**src/wvfg_map.vh**
```
// constants for the wide vector feature gating block
`ifndef WVFG_MAP_VH
`define WVFG_MAP_VH
// feature bits, leaf 7 subleaf 0 second result word
`define WVFG_BIT_FOUND      16
`define WVFG_BIT_DQ         17
`define WVFG_BIT_PF         26
`define WVFG_BIT_ER         27
`define WVFG_BIT_CD         28
`define WVFG_BIT_BW         30
`define WVFG_BIT_VL         31
// leaf 1 third result word
`define WVFG_BIT_OSSAVE     27
// enable register fields
`define WVFG_EN_HI_MSB      7
`define WVFG_EN_HI_LSB      5
`define WVFG_EN_LO_MSB      2
`define WVFG_EN_LO_LSB      1
`define WVFG_EN_HI_ALL      3'h7
`define WVFG_EN_LO_ALL      2'h3
// vector length field codes
`define WVFG_LEN_128        2'h0
`define WVFG_LEN_256        2'h1
`define WVFG_LEN_512        2'h2
// group indexes for usable vector
`define WVFG_G_FOUND        0
`define WVFG_G_ER           1
`define WVFG_G_PF           2
`define WVFG_G_CD           3
`define WVFG_G_DQ           4
`define WVFG_G_BW           5
`define WVFG_NGROUPS        6
// register file sizes
`define WVFG_NMASK          4'h8
`define WVFG_VLEN           10'h200
// axi register offsets
`define WVFG_A_LEAF7        12'h000
`define WVFG_A_LEAF1        12'h004
`define WVFG_A_ENABLE       12'h008
`define WVFG_A_USABLE       12'h00C
`define WVFG_A_DECODE       12'h010
`define WVFG_A_STATUS       12'h014
// reset values
`define WVFG_RST_LEAF7      32'hC4030000
`define WVFG_RST_LEAF1      32'h00000000
`define WVFG_RST_ENABLE     32'h00000000
// status bits
`define WVFG_ST_PRIV_FAULT  0
`define WVFG_ST_LEN_FAULT   1
`endif

```
**src/wvfg_top.v**
```verilog
// wide vector feature gating: feature reporting and encoding gating
`timescale 1ns/1ps
`include "wvfg_map.vh"
module wvfg_top #(
	parameter HAS_ER   = 1'b0,
	parameter HAS_PF   = 1'b0,
	parameter HAS_FP16 = 1'b1
) (
	// clock and reset
	input  wire        clock,
	input  wire        reset_n,
	// axi4-lite write address
	input  wire [11:0] s_axi_awaddr,
	input  wire        s_axi_awvalid,
	output reg         s_axi_awready,
	// axi4-lite write data
	input  wire [31:0] s_axi_wdata,
	input  wire [3:0]  s_axi_wstrb,
	input  wire        s_axi_wvalid,
	output reg         s_axi_wready,
	// axi4-lite write response
	output reg  [1:0]  s_axi_bresp,
	output reg         s_axi_bvalid,
	input  wire        s_axi_bready,
	// axi4-lite read address
	input  wire [11:0] s_axi_araddr,
	input  wire        s_axi_arvalid,
	output reg         s_axi_arready,
	// axi4-lite read data
	output reg  [31:0] s_axi_rdata,
	output reg  [1:0]  s_axi_rresp,
	output reg         s_axi_rvalid,
	input  wire        s_axi_rready,
	// decoded prefixed instruction
	input  wire        dec_valid,
	input  wire        dec_write_intent_pf,
	input  wire        dec_mask_op,
	input  wire        dec_mask_src_vec,
	input  wire [1:0]  vector_length_field,
	input  wire [2:0]  dec_group,
	input  wire        dec_only_256,
	input  wire        dec_privileged,
	// gating results
	output reg  [5:0]  usable_512_q,
	output reg  [5:0]  usable_short_q,
	output reg         os_state_ok_q,
	output reg         save_instrs_ok_q,
	output reg         dec_accept_q,
	output reg  [9:0]  dec_len_q,
	output reg  [3:0]  mask_reg_count_q,
	output reg  [9:0]  vec_state_bits_q
);
	////////////////////////////////////////////////////////////////////////
	reg  [31:0] leaf7_q;
	reg  [31:0] leaf1_q;
	reg  [31:0] extended_state_enable_reg_q;
	reg  [1:0]  status_q;
	reg  [11:0] awaddr_q;
	reg  [31:0] wdata_q;
	reg  [3:0]  wstrb_q;
	reg         aw_have_q;
	reg         w_have_q;

	wire        os_ok;
	wire [5:0]  u512;
	wire [5:0]  ushort;
	wire [9:0]  len_w;
	wire        len_ok;
	wire [31:0] leaf7_eff;
	wire [31:0] leaf1_eff;

	function [31:0] merge;
		input [31:0] old;
		input [31:0] nw;
		input [3:0]  st;
		begin
			merge = {st[3] ? nw[31:24] : old[31:24],
				st[2] ? nw[23:16] : old[23:16],
				st[1] ? nw[15:8]  : old[15:8],
				st[0] ? nw[7:0]   : old[7:0]};
		end
	endfunction

	////////////////////////////////////////////////////////////////////////
	// reported feature words: fixed bits forced, others from software
	assign leaf7_eff = leaf7_q
		| (32'h1 << `WVFG_BIT_FOUND)
		| (32'h1 << `WVFG_BIT_VL)
		| (32'h1 << `WVFG_BIT_CD) | (32'h1 << `WVFG_BIT_DQ)
		| ((HAS_FP16 ? 32'h1 : 32'h0) << `WVFG_BIT_BW);
	// er and pf exist only if built in; software cannot fake them
	wire [31:0] leaf7_fix;
	assign leaf7_fix = (leaf7_eff
		& ~((32'h1 << `WVFG_BIT_ER) | (32'h1 << `WVFG_BIT_PF)))
		| ((HAS_ER ? 32'h1 : 32'h0) << `WVFG_BIT_ER)
		| ((HAS_PF ? 32'h1 : 32'h0) << `WVFG_BIT_PF);
	assign leaf1_eff = leaf1_q;

	wvfg_group_check u_group (
		.leaf7_word   (leaf7_fix),
		.leaf1_word   (leaf1_eff),
		.enable_word  (extended_state_enable_reg_q),
		.os_ok        (os_ok),
		.usable_512   (u512),
		.usable_short (ushort)
	);

	wvfg_len_check u_len (
		.len_field    (vector_length_field),
		.group_sel    (dec_group),
		.only_256     (dec_only_256),
		.usable_512   (usable_512_q),
		.usable_short (usable_short_q),
		.op_len       (len_w),
		.accept       (len_ok)
	);

	////////////////////////////////////////////////////////////////////////
	// gating outputs, one clock behind inputs
	always @(posedge clock) begin
		if (!reset_n) begin
			usable_512_q     <= 6'h00;
			usable_short_q   <= 6'h00;
			os_state_ok_q    <= 1'b0;
			save_instrs_ok_q <= 1'b0;
			mask_reg_count_q <= 4'h0;
			vec_state_bits_q <= 10'h000;
		end else begin
			usable_512_q     <= u512;
			usable_short_q   <= ushort;
			os_state_ok_q    <= os_ok;
			save_instrs_ok_q <= leaf1_eff[`WVFG_BIT_OSSAVE];
			mask_reg_count_q <= `WVFG_NMASK;
			vec_state_bits_q <= `WVFG_VLEN;
		end
	end

	// decode verdict: registered one clock after dec_valid
	wire mask_bad;
	assign mask_bad = dec_mask_op & dec_mask_src_vec;
	always @(posedge clock) begin
		if (!reset_n) begin
			dec_accept_q <= 1'b0;
			dec_len_q    <= 10'h000;
		end else if (dec_valid) begin
			if (dec_write_intent_pf) begin
				// no os state or fp exception support needed
				dec_accept_q <= 1'b1;
				dec_len_q    <= 10'h000;
			end else begin
				dec_accept_q <= len_ok & ~mask_bad;
				dec_len_q    <= len_w;
			end
		end else begin
			dec_accept_q <= 1'b0;
			dec_len_q    <= 10'h000;
		end
	end

	////////////////////////////////////////////////////////////////////////
	// axi4-lite write: address and data taken in either order
	wire        do_write;
	wire        wr_leaf7;
	wire        wr_leaf1;
	wire        wr_enable;
	wire        wr_status;
	wire        len_fault_ev;
	wire        priv_fault_ev;
	reg  [1:0]  bresp_d;

	// one response outstanding at most: a held pair waits for bvalid to drop
	assign do_write      = aw_have_q & w_have_q & ~s_axi_bvalid;
	assign wr_leaf7      = do_write & (awaddr_q == `WVFG_A_LEAF7);
	assign wr_leaf1      = do_write & (awaddr_q == `WVFG_A_LEAF1);
	assign wr_enable     = do_write & (awaddr_q == `WVFG_A_ENABLE);
	assign wr_status     = do_write & (awaddr_q == `WVFG_A_STATUS);
	assign len_fault_ev  = dec_valid & ~dec_write_intent_pf & ~len_ok;
	assign priv_fault_ev = wr_enable & ~dec_privileged;

	// response code for the held write address
	always @* begin
		bresp_d = 2'h0;
		case (awaddr_q)
		`WVFG_A_LEAF7, `WVFG_A_LEAF1, `WVFG_A_STATUS: begin
			bresp_d = 2'h0;
		end
		`WVFG_A_USABLE, `WVFG_A_DECODE: begin
			// read-only words: the write is dropped without an error
			bresp_d = 2'h0;
		end
		`WVFG_A_ENABLE: begin
			bresp_d = dec_privileged ? 2'h0 : 2'h2;
		end
		default: begin
			bresp_d = 2'h3;
		end
		endcase
	end

	always @(posedge clock) begin
		if (!reset_n) begin
			s_axi_awready <= 1'b0;
			s_axi_wready  <= 1'b0;
			s_axi_bvalid  <= 1'b0;
			s_axi_bresp   <= 2'h0;
			aw_have_q     <= 1'b0;
			w_have_q      <= 1'b0;
			awaddr_q      <= 12'h000;
			wdata_q       <= 32'h00000000;
			wstrb_q       <= 4'h0;
		end else begin
			// ready is a one-cycle pulse, so each valid is taken once
			s_axi_awready <= ~aw_have_q & ~s_axi_awready & s_axi_awvalid;
			s_axi_wready  <= ~w_have_q & ~s_axi_wready & s_axi_wvalid;
			if (s_axi_awvalid & s_axi_awready) begin
				aw_have_q <= 1'b1;
				awaddr_q  <= s_axi_awaddr;
			end
			if (s_axi_wvalid & s_axi_wready) begin
				w_have_q <= 1'b1;
				wdata_q  <= s_axi_wdata;
				wstrb_q  <= s_axi_wstrb;
			end
			if (s_axi_bvalid & s_axi_bready) begin
				s_axi_bvalid <= 1'b0;
			end
			if (do_write) begin
				aw_have_q    <= 1'b0;
				w_have_q     <= 1'b0;
				s_axi_bvalid <= 1'b1;
				s_axi_bresp  <= bresp_d;
			end
		end
	end

	////////////////////////////////////////////////////////////////////////
	// feature words stay writable so software can model other parts
	always @(posedge clock) begin
		if (!reset_n) begin
			leaf7_q <= `WVFG_RST_LEAF7;
			leaf1_q <= `WVFG_RST_LEAF1;
		end else begin
			if (wr_leaf7) begin
				leaf7_q <= merge(leaf7_q, wdata_q, wstrb_q);
			end
			if (wr_leaf1) begin
				leaf1_q <= merge(leaf1_q, wdata_q, wstrb_q);
			end
		end
	end

	// enable register: only a privileged write lands, others are refused
	always @(posedge clock) begin
		if (!reset_n) begin
			extended_state_enable_reg_q <= `WVFG_RST_ENABLE;
		end else if (wr_enable & dec_privileged) begin
			extended_state_enable_reg_q <= merge(
				extended_state_enable_reg_q, wdata_q, wstrb_q);
		end
	end

	// sticky faults, write one to clear; a fault in the clearing cycle wins
	always @(posedge clock) begin
		if (!reset_n) begin
			status_q <= 2'h0;
		end else begin
			if (wr_status & wstrb_q[0]) begin
				status_q <= status_q & ~wdata_q[1:0];
			end
			if (priv_fault_ev) begin
				status_q[`WVFG_ST_PRIV_FAULT] <= 1'b1;
			end
			if (len_fault_ev) begin
				status_q[`WVFG_ST_LEN_FAULT] <= 1'b1;
			end
		end
	end

	////////////////////////////////////////////////////////////////////////
	// axi4-lite read: data chosen from the address while arvalid stands
	reg  [31:0] rdata_d;
	reg  [1:0]  rresp_d;

	always @* begin
		rdata_d = 32'h00000000;
		rresp_d = 2'h0;
		case (s_axi_araddr)
		`WVFG_A_LEAF7: begin
			rdata_d = leaf7_fix;
		end
		`WVFG_A_LEAF1: begin
			rdata_d = leaf1_eff;
		end
		`WVFG_A_ENABLE: begin
			rdata_d = extended_state_enable_reg_q;
		end
		`WVFG_A_USABLE: begin
			rdata_d = {18'h0, usable_short_q, save_instrs_ok_q,
				os_state_ok_q, usable_512_q};
		end
		`WVFG_A_DECODE: begin
			rdata_d = {21'h0, dec_accept_q, dec_len_q};
		end
		`WVFG_A_STATUS: begin
			rdata_d = {30'h0, status_q};
		end
		default: begin
			rdata_d = 32'h00000000;
			rresp_d = 2'h3;
		end
		endcase
	end

	always @(posedge clock) begin
		if (!reset_n) begin
			s_axi_arready <= 1'b0;
			s_axi_rvalid  <= 1'b0;
			s_axi_rdata   <= 32'h00000000;
			s_axi_rresp   <= 2'h0;
		end else begin
			// no new address while read data still waits for rready
			s_axi_arready <= ~s_axi_arready & ~s_axi_rvalid & s_axi_arvalid;
			if (s_axi_rvalid & s_axi_rready) begin
				s_axi_rvalid <= 1'b0;
			end
			if (s_axi_arvalid & s_axi_arready) begin
				s_axi_rvalid <= 1'b1;
				s_axi_rdata  <= rdata_d;
				s_axi_rresp  <= rresp_d;
			end
		end
	end
endmodule

```
**src/wvfg_group_check.v**
```verilog
// usable-group evaluation from feature words and os state
`timescale 1ns/1ps
`include "wvfg_map.vh"
module wvfg_group_check (
	// feature inputs
	input  wire [31:0] leaf7_word,
	input  wire [31:0] leaf1_word,
	input  wire [31:0] enable_word,
	// results
	output wire        os_ok,
	output wire [5:0]  usable_512,
	output wire [5:0]  usable_short
);
	wire found;
	wire vl;
	wire [5:0] own;

	// os checks: save flag, upper state bits and low state bits
	assign os_ok = leaf1_word[`WVFG_BIT_OSSAVE] &
		(enable_word[`WVFG_EN_HI_MSB:`WVFG_EN_HI_LSB] == `WVFG_EN_HI_ALL) &
		(enable_word[`WVFG_EN_LO_MSB:`WVFG_EN_LO_LSB] == `WVFG_EN_LO_ALL);
	assign found = leaf7_word[`WVFG_BIT_FOUND];
	assign vl    = leaf7_word[`WVFG_BIT_VL];
	assign own   = {leaf7_word[`WVFG_BIT_BW], leaf7_word[`WVFG_BIT_DQ],
		leaf7_word[`WVFG_BIT_CD], leaf7_word[`WVFG_BIT_PF],
		leaf7_word[`WVFG_BIT_ER], found};
	// sibling groups need the foundation bit too
	assign usable_512 = {6{os_ok & found}} & own;
	// shorter lengths: foundation, own bit and length bit all set; never for the er or pf group
	assign usable_short = {6{vl}} & usable_512 & 6'h39;
endmodule

```
**src/wvfg_len_check.v**
```verilog
// vector length decode and 128-bit rejection for 256-only forms
`timescale 1ns/1ps
`include "wvfg_map.vh"
module wvfg_len_check (
	// decoded instruction
	input  wire [1:0]  len_field,
	input  wire [2:0]  group_sel,
	input  wire        only_256,
	// gating
	input  wire [5:0]  usable_512,
	input  wire [5:0]  usable_short,
	// results
	output wire [9:0]  op_len,
	output wire        accept
);
	function grp_bit;
		input [5:0] v;
		input [2:0] s;
		begin
			grp_bit = (s < 3'h6) ? v[s] : 1'b0;
		end
	endfunction

	reg [9:0] len_r;
	reg       ok_r;

	always @* begin
		len_r = 10'h000;
		ok_r  = 1'b0;
		case (len_field)
		`WVFG_LEN_512: begin
			len_r = 10'h200;
			ok_r  = grp_bit(usable_512, group_sel);
		end
		`WVFG_LEN_256: begin
			len_r = 10'h100;
			ok_r  = grp_bit(usable_short, group_sel);
		end
		`WVFG_LEN_128: begin
			len_r = 10'h080;
			// 256-only forms have no 128-bit encoding
			ok_r  = grp_bit(usable_short, group_sel) & ~only_256;
		end
		default: begin
			len_r = 10'h000;
			ok_r  = 1'b0;
		end
		endcase
	end
	assign op_len = len_r;
	assign accept = ok_r;
endmodule

```
**config.mk**
```make
export PLATFORM = sky130hd
export DESIGN_NAME = wvfg_top
export DESIGN_NICKNAME = d
export VERILOG_FILES = /design/src/wvfg_top.v /design/src/wvfg_group_check.v /design/src/wvfg_len_check.v
export VERILOG_INCLUDE_DIRS = /design/src
export SDC_FILE = /design/constraint.sdc
export NUM_CORES = 1
export LEC_CHECK = 0
export BUFFER_PORTS_ARGS = -buffer_cell sky130_fd_sc_hd__buf_2
export CORE_MARGIN = 2
export CORE_UTILIZATION = 45
export DETAILED_ROUTE_END_ITERATION = 10
export GPL_ROUTABILITY_DRIVEN = 0
export GPL_TIMING_DRIVEN = 0
export HOLD_SLACK_MARGIN = 0.12
export PLACE_DENSITY = 0.76
export SLEW_MARGIN = 10
export SYNTH_ARGS = -nofsm -noshare
export SYNTH_HDL_FRONTEND = slang
export SYNTH_SLANG_ARGS = --single-unit
export TNS_END_PERCENT = 5
```
**constraint.sdc**
```tcl
create_clock -name clock -period 4.61 [get_ports clock]
set_input_delay 0.6915 -clock clock [delete_from_list [all_inputs] [get_ports clock]]
set_output_delay 0.6915 -clock clock [all_outputs]
set_load 0.01 [all_outputs]
```
Word level (Yosys, flattened, before mapping)
Index checks and enable logic that the tools add are counted.
{"block": "word_totals", "word_cells": 138, "out_inout_bits": 80, "reg_bits": 217}
{"block": "classes", "n_lt_le_gt_ge": 2, "eq_ne": 14, "mux": 19, "n_reduce_logical": 25, "n_bitwise": 43}
{"operator": "32-bit case mux with 6 select lines", "n": 1}
{"operator": "12-bit by 4-bit == test with 1-bit output (second input constant)", "n": 4}
{"operator": "12-bit by 5-bit == test with 1-bit output (second input constant)", "n": 4}
{"operator": "10-bit case mux with 3 select lines", "n": 1}
{"operator": "1-bit AND", "n": 27}
{"operator": "2-bit AND reduction", "n": 13}
{"operator": "12-bit by 3-bit == test with 1-bit output (second input constant)", "n": 2}
{"operator": "12-bit logical NOT", "n": 2}
{"operator": "1-bit inverter", "n": 14}
{"operator": "10-bit 2-to-1 mux", "n": 1}
{"operator": "1-bit 2-to-1 mux", "n": 9}
{"operator": "2-bit nonzero test", "n": 4}
{"operator": "2-bit 2-to-1 mux", "n": 3}
{"operator": "6-bit OR reduction", "n": 1}
{"operator": "5-bit OR reduction", "n": 1}
{"operator": "2-bit == test (second input constant)", "n": 2}
{"operator": "3-bit by 4-bit less-than comparator with 1-bit output (second input constant)", "n": 1}
{"operator": "4-bit 2-to-1 mux", "n": 1}
{"operator": "2-bit case mux with 2 select lines", "n": 1}
{"operator": "2-bit OR reduction", "n": 2}
{"operator": "1-bit binary-select mux with 3-bit select", "n": 1}
{"operator": "3-bit == test (second input constant)", "n": 1}
{"operator": "3-bit less-than comparator (second input constant)", "n": 1}
{"operator": "3-bit OR reduction", "n": 1}
{"operator": "other kinds (5)", "n": 5}

Logic depth before layout (Yosys ltp)
Gate-level depths: netlist (run 1).
{"block": "logic_depth", "word_depth": 8, "mapped_depth": 7, "ltp_nobuf": 6}

Modules after synthesis
From an unflattened synthesis (run 1), not the netlist that was laid out.
{"block": "hier_totals", "cells_unflattened": 960, "area_unflattened_um2": 8697.1}
{"mod": "wvfg_top", "seq_area_each_um2": 4144.0, "n_inst": 1, "area_each_um2": 8333.0, "cells_each": 910}
{"mod": "wvfg_len_check", "seq_area_each_um2": 0.0, "n_inst": 1, "area_each_um2": 187.7, "cells_each": 25}
{"mod": "wvfg_group_check", "seq_area_each_um2": 0.0, "n_inst": 1, "area_each_um2": 176.4, "cells_each": 25}

Least setup slack after synthesis (run 1)
OpenSTA, ideal clock, no wires.
{"block": "synth_path", "path_kind": "input to register", "from": "input s_axi_araddr[9]", "to": "register s_axi_rdata[30]", "arrival_ps": 1979, "slack_ps": 2557, "path_stages": 5, "path_cell_list": "nor4_1 > nand3_1 > nor3b_1 > a21oi_1 > o21ai_0"}
{"block": "synth_via", "elab_chain_len": 2, "elab_cells_between_ends": 7, "classes_between": "eq/ne (5); mux (1); reduce/logical (1)"}
{"item": "start, declared", "line_no": "wvfg_top.v:26", "source": "input wire [11:0] s_axi_araddr,"}
{"item": "12-bit by 5-bit == test with 1-bit output (tied with other cells)", "line_no": "wvfg_top.v:287", "source": "case (s_axi_araddr)"}
{"item": "32-bit case mux with 6 select lines (*)", "line_no": "wvfg_top.v:287"}
{"item": "end signal, assigned", "line_no": "wvfg_top.v:328", "source": "s_axi_rdata <= rdata_d;"}
{"item": "end, declared", "line_no": "wvfg_top.v:30", "source": "output reg [31:0] s_axi_rdata,"}
Every way passes the cells marked *; elsewhere a longest branch is shown, timed or not.
A chain may end at the register's enable or synchronous reset.

Worst setup path after layout (run 1)
{"block": "layout_path", "from": "input s_axi_araddr[9]", "to": "register s_axi_rdata[9]"}
The elaborated chain is that of the path after synthesis.

==> reports/results.env, run 1 <==
CRITPATHBUFINV=1
PIN_COUNT=158
DRT-PASS1-ITER-COUNT=7
MAX-CLOCK-PATH-BUFFERS=2
YS.FLOP_TYPE='sky130_fd_sc_hd__dfxtp_1'
FINALCRITPERIODSHARE=0.548
POST_CTS.RESIZED_INSTANCES=0
TYPE_OF_THE_TIGHTEST_MIN_DELAY_CHECK='in -> reg'
SEQ_AREA_UM2=3760
DETAILROUTE.VIA_COUNT=6904
MULTI_INPUT_COMB_AREA_UM2=3640
WORST-ENDPOINT-ARRIVAL_NS=2.89
FINAL_PERIOD_DEMAND_OF_THE_WORST_PATH_NS=2.52
ROWS=48
ASYNCSETRESETFLOPFRACSYNTH=0
CTS_TREE='done'
POSTCTSSETUPBUFFERS=0
STATUS='completed'
FINAL_LAYOUT_SIZE_SUFFIX_GT1_FRAC=0.203
ROUTE.DETAILED.WL_PER_INST_UM=15.7
YOSYS_WARNINGS=0
CP_CAPTURE_POINT='s_axi_rdata[9]$_SDFFE_PN0P_'
ROUTE.FINAL.WIRE_LENGTH_MM=20.8
POST_ROUTE_SETUP_TNS_NS=0
RSZ0062_AT_GRT='false'
ENDPOINT_KIND='flip-flop'
AVERAGE_SIZE_OF_A_MAPPED_CELL_UM2=8.51
NUMCTSBUFFERS=17
GROUTE.USAGE.OVERALL=0.228
LAYOUT.NETS=1176
WORSTSETUPPATHDEPTH=6
NUMPORTBUFFERS=133
DIE_HEIGHT_UM=136
WORST_EP_REQUIRED_TIME_NS=4.98
NETLIST_AREA_UM2=7830
SETUP_VIOL_COUNT_FINAL=0
POWER-PER-CELL-AREA_nW_PER_UM2=351
SYNTHESIS.INSTANCES=920
CRITICAL_PATH_START_TYPE='input pin'
SYNTH.YOSYS.SEQ_AREA_SHARE=0.481
ANT_NETS=0
CP_TOP_FAMILY='simple AND/OR/NAND/NOR gates'
AREAGROWTHSYNTHTOFINISH_PCT=20.5
FILLERS=1619
DRT_ITER0_DRCS=502
FINALHOLDVIOLCOUNT=0
INITIAL_UTILIZATION=0.456
FINALCLOCKSKEW_NS=0.00904
SYNTH_LARGEST_AREA_CELL='sky130_fd_sc_hd__dfxtp_1'
R2R-START='awaddr_q[2]$_SDFFE_PN0P_'
DRV_SLEW=0
SLACK_OF_THE_WORST_REG_TO_REG_PATH_NS=2.25
MOST_FREQUENT_CELLS_IN_THE_LAYOUT='sky130_fd_sc_hd__nand2_1, sky130_fd_sc_hd__dfxtp_1, sky130_fd_sc_hd__buf_2'
DETAILEDPLACEMENTHPWL_MM=15.9
SYNTH.AREA.TOP_CELLS='sky130_fd_sc_hd__dfxtp_1, sky130_fd_sc_hd__nand2_1, sky130_fd_sc_hd__mux2i_1'
GLOBALROUTEOVERFLOWTOTAL=0
GRT_MAX_DEGREE=17
FIRST_GLOBAL_VIAS=6182
WORST_SLEW_PIN_TRAN_NS=0.922
MOSTFREQUENTLAYOUTCELL='sky130_fd_sc_hd__nand2_1'
DESIGN.DIE.AREA_UM2=18500
PLACEABLECOREAREA_UM2=17200
P_TOTAL_mW=3.31
ROUTED_VIA_DENSITY=5.19
REGISTER_CLOCK_PIN_SLEW_ON_THE_REPORTED_WORST_SETUP_AND_HOLD_PATHS_NS=0.07
ROOT_BUFFER='sky130_fd_sc_hd__clkbuf_16'
N_ANTENNA_CELL=0
CLK-INSERTION-DELAY-LATE_NS=0.43
MAX-CAP-VIOLATIONS=0
SYNTH-EDFF-COUNT=0
CRITICAL_PATH.MAX_STAGE_DELAY_NS=0.82
HTREE_LEVELS=4
DIE-WIDTH_UM=136
POST-ROUTE-DRC-COUNT=0
CP_CELL_SEQUENCE='buf_2, nor4_1, nand3_1, nor3b_1, o21ai_0, a21oi_1'
WORST-SETUP-PATH-TYPE='in -> reg'
CRIT_PATH_START='s_axi_araddr[9]'
POST_SYNTH_CELL_TYPES=47
MAXIMUM_FANOUT_ALONG_THE_WORST_PATH=5
POWER_LEAKAGE_nW=3.62
CTS.HOLD.BUFFERS_ADDED=0
CP_SLOWEST_CELL='sky130_fd_sc_hd__nor3b_1'
GRT_FIRST_PASS_WIRELENGTH_MM=32.3
TIMING.MAX_SLEW.REL_SLACK=0.384
FF2FF_PATH_DEPTH=7
RR_ENDPOINT='leaf7_q[6]$_SDFFE_PN0P_'
SYNTH_LARGEST_TYPE_AREA_FRACTION=0.481
ANTENNA_FOUND_INITIAL=0
CLOCK-SINKS=188
CLOCK.FMAX_GHz=0.396
SYNTH.FF_LATCH_COUNT=188
IR_WORST_VDD_V=0.000273
==> report_power, final <==
part,switching [mW],internal (mW)
registers,0.0150,1.64
logic,0.127,0.0827
clock network,0.595,0.849
==> worst min path at each step <==
stage	from	endpoint	slack, ns	cells after the start
5_1_grt	reset_n	vec_state_bits_q[9]$_DFF_P_	0.35	1
6_report	reset_n	vec_state_bits_q[9]$_DFF_P_	0.37	1
3_5_place_dp	s_axi_rdata[0]$_SDFFE_PN0P_	s_axi_rdata[0]$_SDFFE_PN0P_	0.44	2
2_1_floorplan	extended_state_enable_reg_q[11]$_SDFFE_PN0P_	extended_state_enable_reg_q[11]$_SDFFE_PN0P_	0.43	2
3_3_place_gp	s_axi_rdata[13]$_SDFFE_PN0P_	s_axi_rdata[13]$_SDFFE_PN0P_	0.43	2
4_1_cts	reset_n	vec_state_bits_q[9]$_DFF_P_	0.36	1
==> cell usage after synthesis (all sizes together) (2+ instances only) <==
library cell,instances
a21boi,50
a21oi,26
a22oi,2
a31oi,2
a32oi,2
and2,9
buf,52
clkbuf,39
dfxtp,188
ha,4
inv,3
mux2,8
mux2i,52
nand2,214
nand2b,5
nand3,69
nand3b,2
nand4,4
nor2,35
nor2b,11
nor3,10
nor3b,4
nor4,3
nor4b,6
o211ai,2
o21ai,105
o22a,2
or4,3
==> sequential cells by signal, summed over array words and instances (netlist names), 2 cells and up <==
name                         flops
leaf7_q                         25
extended_state_enable_reg_q     32
s_axi_bresp                      2
s_axi_rdata                     32
leaf1_eff                       32
wdata_q                         32
awaddr_q                        12
wstrb_q                          4
status_q                         2
dec_len_q                        3
==> routing by layer <==
layer,vias up,GRT usage,part of all wire
met3,32,0.0697,0.090
met4,0,0.0764,0.019
li1,3432,-,-
met1,3159,0.295,0.44
met5,-,0,0
met2,281,0.361,0.45
==> logic make-up (layout without fill, tap and decap cells) <==
logic type | after synthesis | in the layout | synth area share
simple gates | 378 | 378 | 0.224
compound gates | 194 | 194 | 0.145
flops | 188 | 188 | 0.481
buf+inv | 94 | 258 | 0.0645
mux | 60 | 60 | 0.0780
fa+ha+maj | 4 | 4 | 0.00639
other cells | 1 | 23 | 0.000479
xor+xnor | 1 | 1 | 0.00112
==> final cells by class <==
class	count	share of cell area
multi-input cells	660	0.386
flip-flops and latches	188	0.399
inverters	3	0.00119
well taps	225	0.0298
clock inverters	7	0.00928
clock buffers	24	0.0521
repair buffers	133	0.0705
plain buffers	91	0.0524
==> worst register-to-register path, cell delays in order, from the launching register on <==
cell and delay [ns]:
sky130_fd_sc_hd__dfxtp_1 0.29, sky130_fd_sc_hd__clkbuf_2 0.17, sky130_fd_sc_hd__or4_1 0.53, sky130_fd_sc_hd__nor2_1 0.30, sky130_fd_sc_hd__nand3_1 0.38, sky130_fd_sc_hd__clkbuf_1 0.33
sky130_fd_sc_hd__nand3_1 0.14, sky130_fd_sc_hd__o21ai_0 0.09
==> through the flow <==
| stage | area, um2 | cells | util | hold slack, ns | setup WS [ns] |
|---|---|---|---|---|---|
| after floorplan | 7910 | 942 | - | 0.431 | 2.56 |
| after global placement | 8860 | 1300 | 0.516 | 0.432 | 1.81 |
| after detailed placement | 8860 | 1300 | 0.516 | 0.438 | 1.77 |
| after CTS | 9440 | 1331 | 0.550 | 0.364 | 2.22 |
| after global routing | 9440 | 1331 | 0.550 | 0.355 | 1.90 |
| final | 9440 | 1331 | 0.550 | 0.372 | 2.09 |
(Power assumes the default switching activity.)
==> run 2, diff against run 1 <==
- clock period: 4.61 -> 2.5 ns (I/O delays scaled with it)
==> reports/results.env, run 2 (same netlist as run 1, synthesis figures left out) <==
STATUS='completed'
P_SWITCHING_mW=1.36
LAYOUT.NETS=1177
MOST_FREQUENT_CELLS_IN_THE_LAYOUT='sky130_fd_sc_hd__nand2_1, sky130_fd_sc_hd__dfxtp_1, sky130_fd_sc_hd__buf_2'
POWER.COMBINATIONAL.FRACTION=0.063
FINALHOLDVIOLCOUNT=0
DESIGN.DIE.AREA_UM2=18500
N_ANTENNA_CELL=0
DETAILEDPLACEMENTHPWL_MM=15.9
FIN_WS_NS=0.157
PIN_COUNT=158
HTREE_LEVELS=4
MET2_LENGTH_MM=9.31
DIE-WIDTH_UM=136
CRIT_PATH_START='awaddr_q[2]$_SDFFE_PN0P_'
GRT_FIRST_PASS_WIRELENGTH_MM=32.3
MET1_LENGTH_MM=9.17
WORST_HOLD_SLACK_NS=0.169
ROUTED_VIA_DENSITY=5.16
FINALCRITPERIODSHARE=0.937
POWER-PER-CELL-AREA_nW_PER_UM2=646
WORST_EP_REQUIRED_TIME_NS=2.80
CLK-INSERTION-DELAY-LATE_NS=0.44
CLOCK-SINKS=188
GRT_MAX_DEGREE=17
POSTCTSSETUPBUFFERS=0
GROUTE.USAGE.OVERALL=0.228
POWER.SEQUENTIAL.FRACTION=0.501
FINAL_PERIOD_DEMAND_OF_THE_WORST_PATH_NS=2.34
LAYOUTNONFILLERINSTCOUNT=1332
WORST-SETUP-PATH-TYPE='reg -> reg'
GLOBALROUTEOVERFLOWTOTAL=0
HIGHEST-SIGNAL-LAYER='met4'
FINALCLOCKSKEW_NS=0.00911
IR_WORST_VDD_V=0.000503
ROWS=48
DRT_ITER0_DRCS=497
WORST_SLEW_PIN_TRAN_NS=0.937
CTS_TREE='done'
TIMING.MAX_SLEW.REL_SLACK=0.374
RSZ0062_AT_GRT='false'
PLACE_INST=1300
MAX-CLOCK-PATH-BUFFERS=2
MAXIMUM_FANOUT_ALONG_THE_WORST_PATH=10
PLACEABLECOREAREA_UM2=17200
ROUTE.FINAL.WIRE_LENGTH_MM=20.9
SETUP_VIOL_COUNT_FINAL=0
PLACE_AREA_UM2=8860
WORST_PATH_MOST_REPEATED_CELL='sky130_fd_sc_hd__nand3_1'
NUMCTSBUFFERS=17
POST-ROUTE-DRC-COUNT=0
TYPE_OF_THE_TIGHTEST_MIN_DELAY_CHECK='in -> reg'
P_INT_mW=4.75
CRITICAL_PATH.MAX_STAGE_DELAY_NS=0.53
PWR-SHARE-CLK=0.436
INITIAL_UTILIZATION=0.456
MOSTFREQUENTLAYOUTCELL='sky130_fd_sc_hd__nand2_1'
CLOCK.FMAX_GHz=0.427
WORSTHOLDSTART='s_axi_awvalid'
DRV_SLEW=0
NUMPORTBUFFERS=133
ROUTE.DETAILED.WL_PER_INST_UM=15.7
REGISTER_CLOCK_PIN_SLEW_ON_THE_REPORTED_WORST_SETUP_AND_HOLD_PATHS_NS=0.07
FIN_UTIL=0.550
NET_SWITCHING_FRACTION_OF_THE_POWER=0.222
MAX-CAP-VIOLATIONS=0
FIRST_GLOBAL_VIAS=6182
ANT_NETS=0
ANTENNA_FOUND_INITIAL=0
AREAGROWTHSYNTHTOFINISH_PCT=20.7
DIE_HEIGHT_UM=136
FINAL_LAYOUT_SIZE_SUFFIX_GT1_FRAC=0.204
DP_WORST_SETUP_SLACK_NS=-0.0200
WORST-ENDPOINT-ARRIVAL_NS=2.64
ENDPOINT_KIND='flip-flop'
MET3ROUTEDLENGTH_MM=1.99
LAYOUT.CELL_AREA.NON_FILLER_UM2=9450
CP_SLOWEST_CELL='sky130_fd_sc_hd__or4_1'
ROOT_BUFFER='sky130_fd_sc_hd__clkbuf_16'
R2R-START='awaddr_q[2]$_SDFFE_PN0P_'
CRITICAL_PATH_START_TYPE='flip-flop'
CP_CELL_SEQUENCE='clkbuf_2, or4_1, nor2_1, nand3_1, clkbuf_1, nand3_1, o21ai_0'
DRT-PASS1-ITER-COUNT=5
DETAILROUTE.VIA_COUNT=6868
POWER_LEAKAGE_nW=3.63
[run 2: layer usage]
| metal | global-route usage | vias up |
|---|---|---|
| li1 | - | 3426 |
| met1 | 0.295 | 3111 |
| met2 | 0.361 | 296 |
| met3 | 0.0697 | 35 |
| met4 | 0.0764 | 0 |
| met5 | 0 | - |
[run 2: path summary, 6_finish.rpt]
check                                      end  slack [ns]  depth (start not counted)
setup reg to reg       leaf7_q[6]$_SDFFE_PN0P_        0.16                          7
hold reg to reg   s_axi_rdata[29]$_SDFFE_PN0P_        0.45                          2
setup / recovery       leaf7_q[6]$_SDFFE_PN0P_        0.16                          7
hold / removal        s_axi_awready$_SDFF_PN0_        0.17                          3
[run 2: metrics by stage]
step | setup TNS (ns) | total power, mW
after floorplan | 0 | 3.35
after global placement | 0 | 3.50
after detailed placement | -0.0542 | 3.50
after CTS | 0 | 6.12
after global routing | 0 | 6.31
final | 0 | 6.11
[run 2: power by group through the flow]
| stage | Clock, mW | Sequential, mW | Combinational, mW |
|---|---|---|---|
| 6_report | 2.66 | 3.06 | 0.386 |
| 5_1_grt | 2.82 | 3.06 | 0.426 |
| 4_1_cts | 2.68 | 3.06 | 0.383 |
| 3_5_place_dp | 0 | 3.12 | 0.380 |
| 3_3_place_gp | 0 | 3.12 | 0.377 |
| 2_1_floorplan | 0 | 3.12 | 0.232 |
[run 2: critical path, delay by kind of cell (launching register included)]
family	cells	cell delay, ns
buffers and inverters	2	0.50
AOI/OAI and AO/OA	1	0.09
DFF	1	0.30
and+or+nand+nor	4	1.31
[run 2: repair_timing]
action	CTS	global route
setup endpoints to repair	0	1
gates resized for setup	0	2
hold buffers	1	0
endpoints found under the hold margin	1	0
[run 2: final cells by class]
type,count,area [um2]
timing repair buffer,134,676
multi-input combinational,660,3640
tap,225,282
inverter,3,11.3
fill,1617,7720
clock buffer,24,492
clock inverter,7,87.6
buffer,91,495
sequential,188,3760
==> run 3, diff against run 2 <==
- CELL_PAD_IN_SITES_DETAIL_PLACEMENT: not set -> 1
- CELL_PAD_IN_SITES_GLOBAL_PLACEMENT: not set -> 1
- CORE_UTILIZATION: 45 -> 41
- PLACE_DENSITY: 0.76 -> 0.89
==> reports/results.env, run 3 (same netlist as run 1, synthesis figures left out) <==
LAYOUT.CELL_AREA.NON_FILLER_UM2=9500
FINALHOLDVIOLCOUNT=0
REGISTER_CLOCK_PIN_SLEW_ON_THE_REPORTED_WORST_SETUP_AND_HOLD_PATHS_NS=0.07
NUMPORTBUFFERS=133
FINALCRITPERIODSHARE=0.949
TYPE_OF_THE_TIGHTEST_MIN_DELAY_CHECK='in -> reg'
CLK-INSERTION-DELAY-LATE_NS=0.44
ROUTE.DETAILED.WL_PER_INST_UM=18.8
WORST-SETUP-PATH-TYPE='in -> reg'
PIN_COUNT=158
GLOBALROUTEOVERFLOWTOTAL=0
HTREE_LEVELS=4
POWER-PER-CELL-AREA_nW_PER_UM2=667
ROUTE.FINAL.WIRE_LENGTH_MM=25.2
FINAL_PERIOD_DEMAND_OF_THE_WORST_PATH_NS=2.37
MOST_FREQUENT_CELLS_IN_THE_LAYOUT='sky130_fd_sc_hd__nand2_1, sky130_fd_sc_hd__dfxtp_1, sky130_fd_sc_hd__buf_2'
MAX-CLOCK-PATH-BUFFERS=2
ROOT_BUFFER='sky130_fd_sc_hd__clkbuf_16'
LAYOUT.NETS=1177
FIN_UTIL=0.508
FIN_WS_NS=0.126
ENDPOINT_KIND='flip-flop'
DIE-WIDTH_UM=142
RSZ0062_AT_GRT='false'
POST_ROUTE_SETUP_TNS_NS=0
DIE_HEIGHT_UM=142
CLOCK.FMAX_GHz=0.421
MAXIMUM_FANOUT_ALONG_THE_WORST_PATH=10
DRT_ITER0_DRCS=465
DRT-PASS1-ITER-COUNT=4
CLOCK-SINKS=188
GRT_FIRST_PASS_WIRELENGTH_MM=39.3
DRV_SLEW=0
POWER_LEAKAGE_nW=3.64
ROWS=50
DP_WORST_SETUP_SLACK_NS=-0.190
FINAL_LAYOUT_SIZE_SUFFIX_GT1_FRAC=0.206
POST-ROUTE-DRC-COUNT=0
DESIGN.DIE.AREA_UM2=20200
ROUTED_VIA_DENSITY=5.33
CRITICAL_PATH_START_TYPE='input pin'
SETUP_VIOL_COUNT_FINAL=0
TIMING.MAX_SLEW.REL_SLACK=0.343
ANT_NETS=0
STATUS='completed'
ANTENNA_FOUND_INITIAL=0
N_ANTENNA_CELL=0
WORST_EP_REQUIRED_TIME_NS=2.87
MOSTFREQUENTLAYOUTCELL='sky130_fd_sc_hd__nand2_1'
FINALCLOCKSKEW_NS=0.00936
WORST_SLEW_PIN_TRAN_NS=0.984
IR_WORST_VDD_V=0.000528
PLACEABLECOREAREA_UM2=18700
INITIAL_UTILIZATION=0.419
NUMCTSBUFFERS=17
GRT_MAX_DEGREE=17
WORST-ENDPOINT-ARRIVAL_NS=2.74
MAX-CAP-VIOLATIONS=0
WORST_HOLD_SLACK_NS=0.168
AREAGROWTHSYNTHTOFINISH_PCT=21.3
PLACE_AREA_UM2=8870
FIRST_GLOBAL_VIAS=7401
GROUTE.USAGE.OVERALL=0.252
CTS_TREE='done'
DETAILROUTE.VIA_COUNT=7142
DETAILEDPLACEMENTHPWL_MM=18.7
-- run 3: final cells by class --
| type | instances | area [um2] |
|---|---|---|
| Multi-Input combinational cell | 660 | 3650 |
| Buffer | 91 | 495 |
| Inverter | 3 | 11.3 |
| Timing Repair Buffer | 134 | 676 |
| Fill cell | 2306 | 9210 |
| Clock buffer | 19 | 443 |
| Tap cell | 234 | 293 |
| Sequential cell | 188 | 3760 |
| Clock inverter | 11 | 169 |
-- run 3: final timing paths --
path,startpoint,end,slack (ns),cells past startpoint
worst max-delay path,reset_n,extended_state_enable_reg_q[7]$_SDFFE_PN0P_,0.13,7
worst max register to register,awaddr_q[2]$_SDFFE_PN0P_,leaf7_q[7]$_SDFFE_PN0P_,0.19,7
worst min register to register,s_axi_rdata[21]$_SDFFE_PN0P_,s_axi_rdata[21]$_SDFFE_PN0P_,0.45,2
worst min-delay path,s_axi_awvalid,s_axi_awready$_SDFF_PN0_,0.17,3
-- run 3: power breakdown --
group          internal, mW  switching [mW]
clock                  1.69            1.18
combinational         0.155           0.250
sequential             3.03          0.0292
-- run 3: worst max-delay path, cell delays in order --
cell and delay [ns]:
sky130_fd_sc_hd__dlygate4sd3_1 0.52, sky130_fd_sc_hd__buf_2 0.11, sky130_fd_sc_hd__clkbuf_1 0.34, sky130_fd_sc_hd__clkbuf_1 0.57
sky130_fd_sc_hd__clkbuf_1 0.51, sky130_fd_sc_hd__nand2_1 0.15, sky130_fd_sc_hd__mux2i_1 0.17
-- run 3: metrics by stage --
step	instances	power, mW
final	1340	6.34
after global routing	1340	6.50
after CTS	1340	6.35
after detailed placement	1309	3.52
after global placement	1309	3.51
after floorplan	942	3.35
-- run 3: routing by layer --
layer,GRT usage,share of wire
met2,0.428,0.48
met3,0.0518,0.063
met1,0.317,0.43
met4,0.0942,0.025
met5,0,0
-- run 3: repair_timing --
| action | 4_1_cts | 5_1_grt |
|---|---|---|
| gates resized for setup | 0 | 3 |
| endpoints found under the hold margin | 1 | 0 |
| buffers inserted | 0 | 0 |
| setup endpoints to repair | 0 | 16 |
| hold buffers | 1 | 0 |
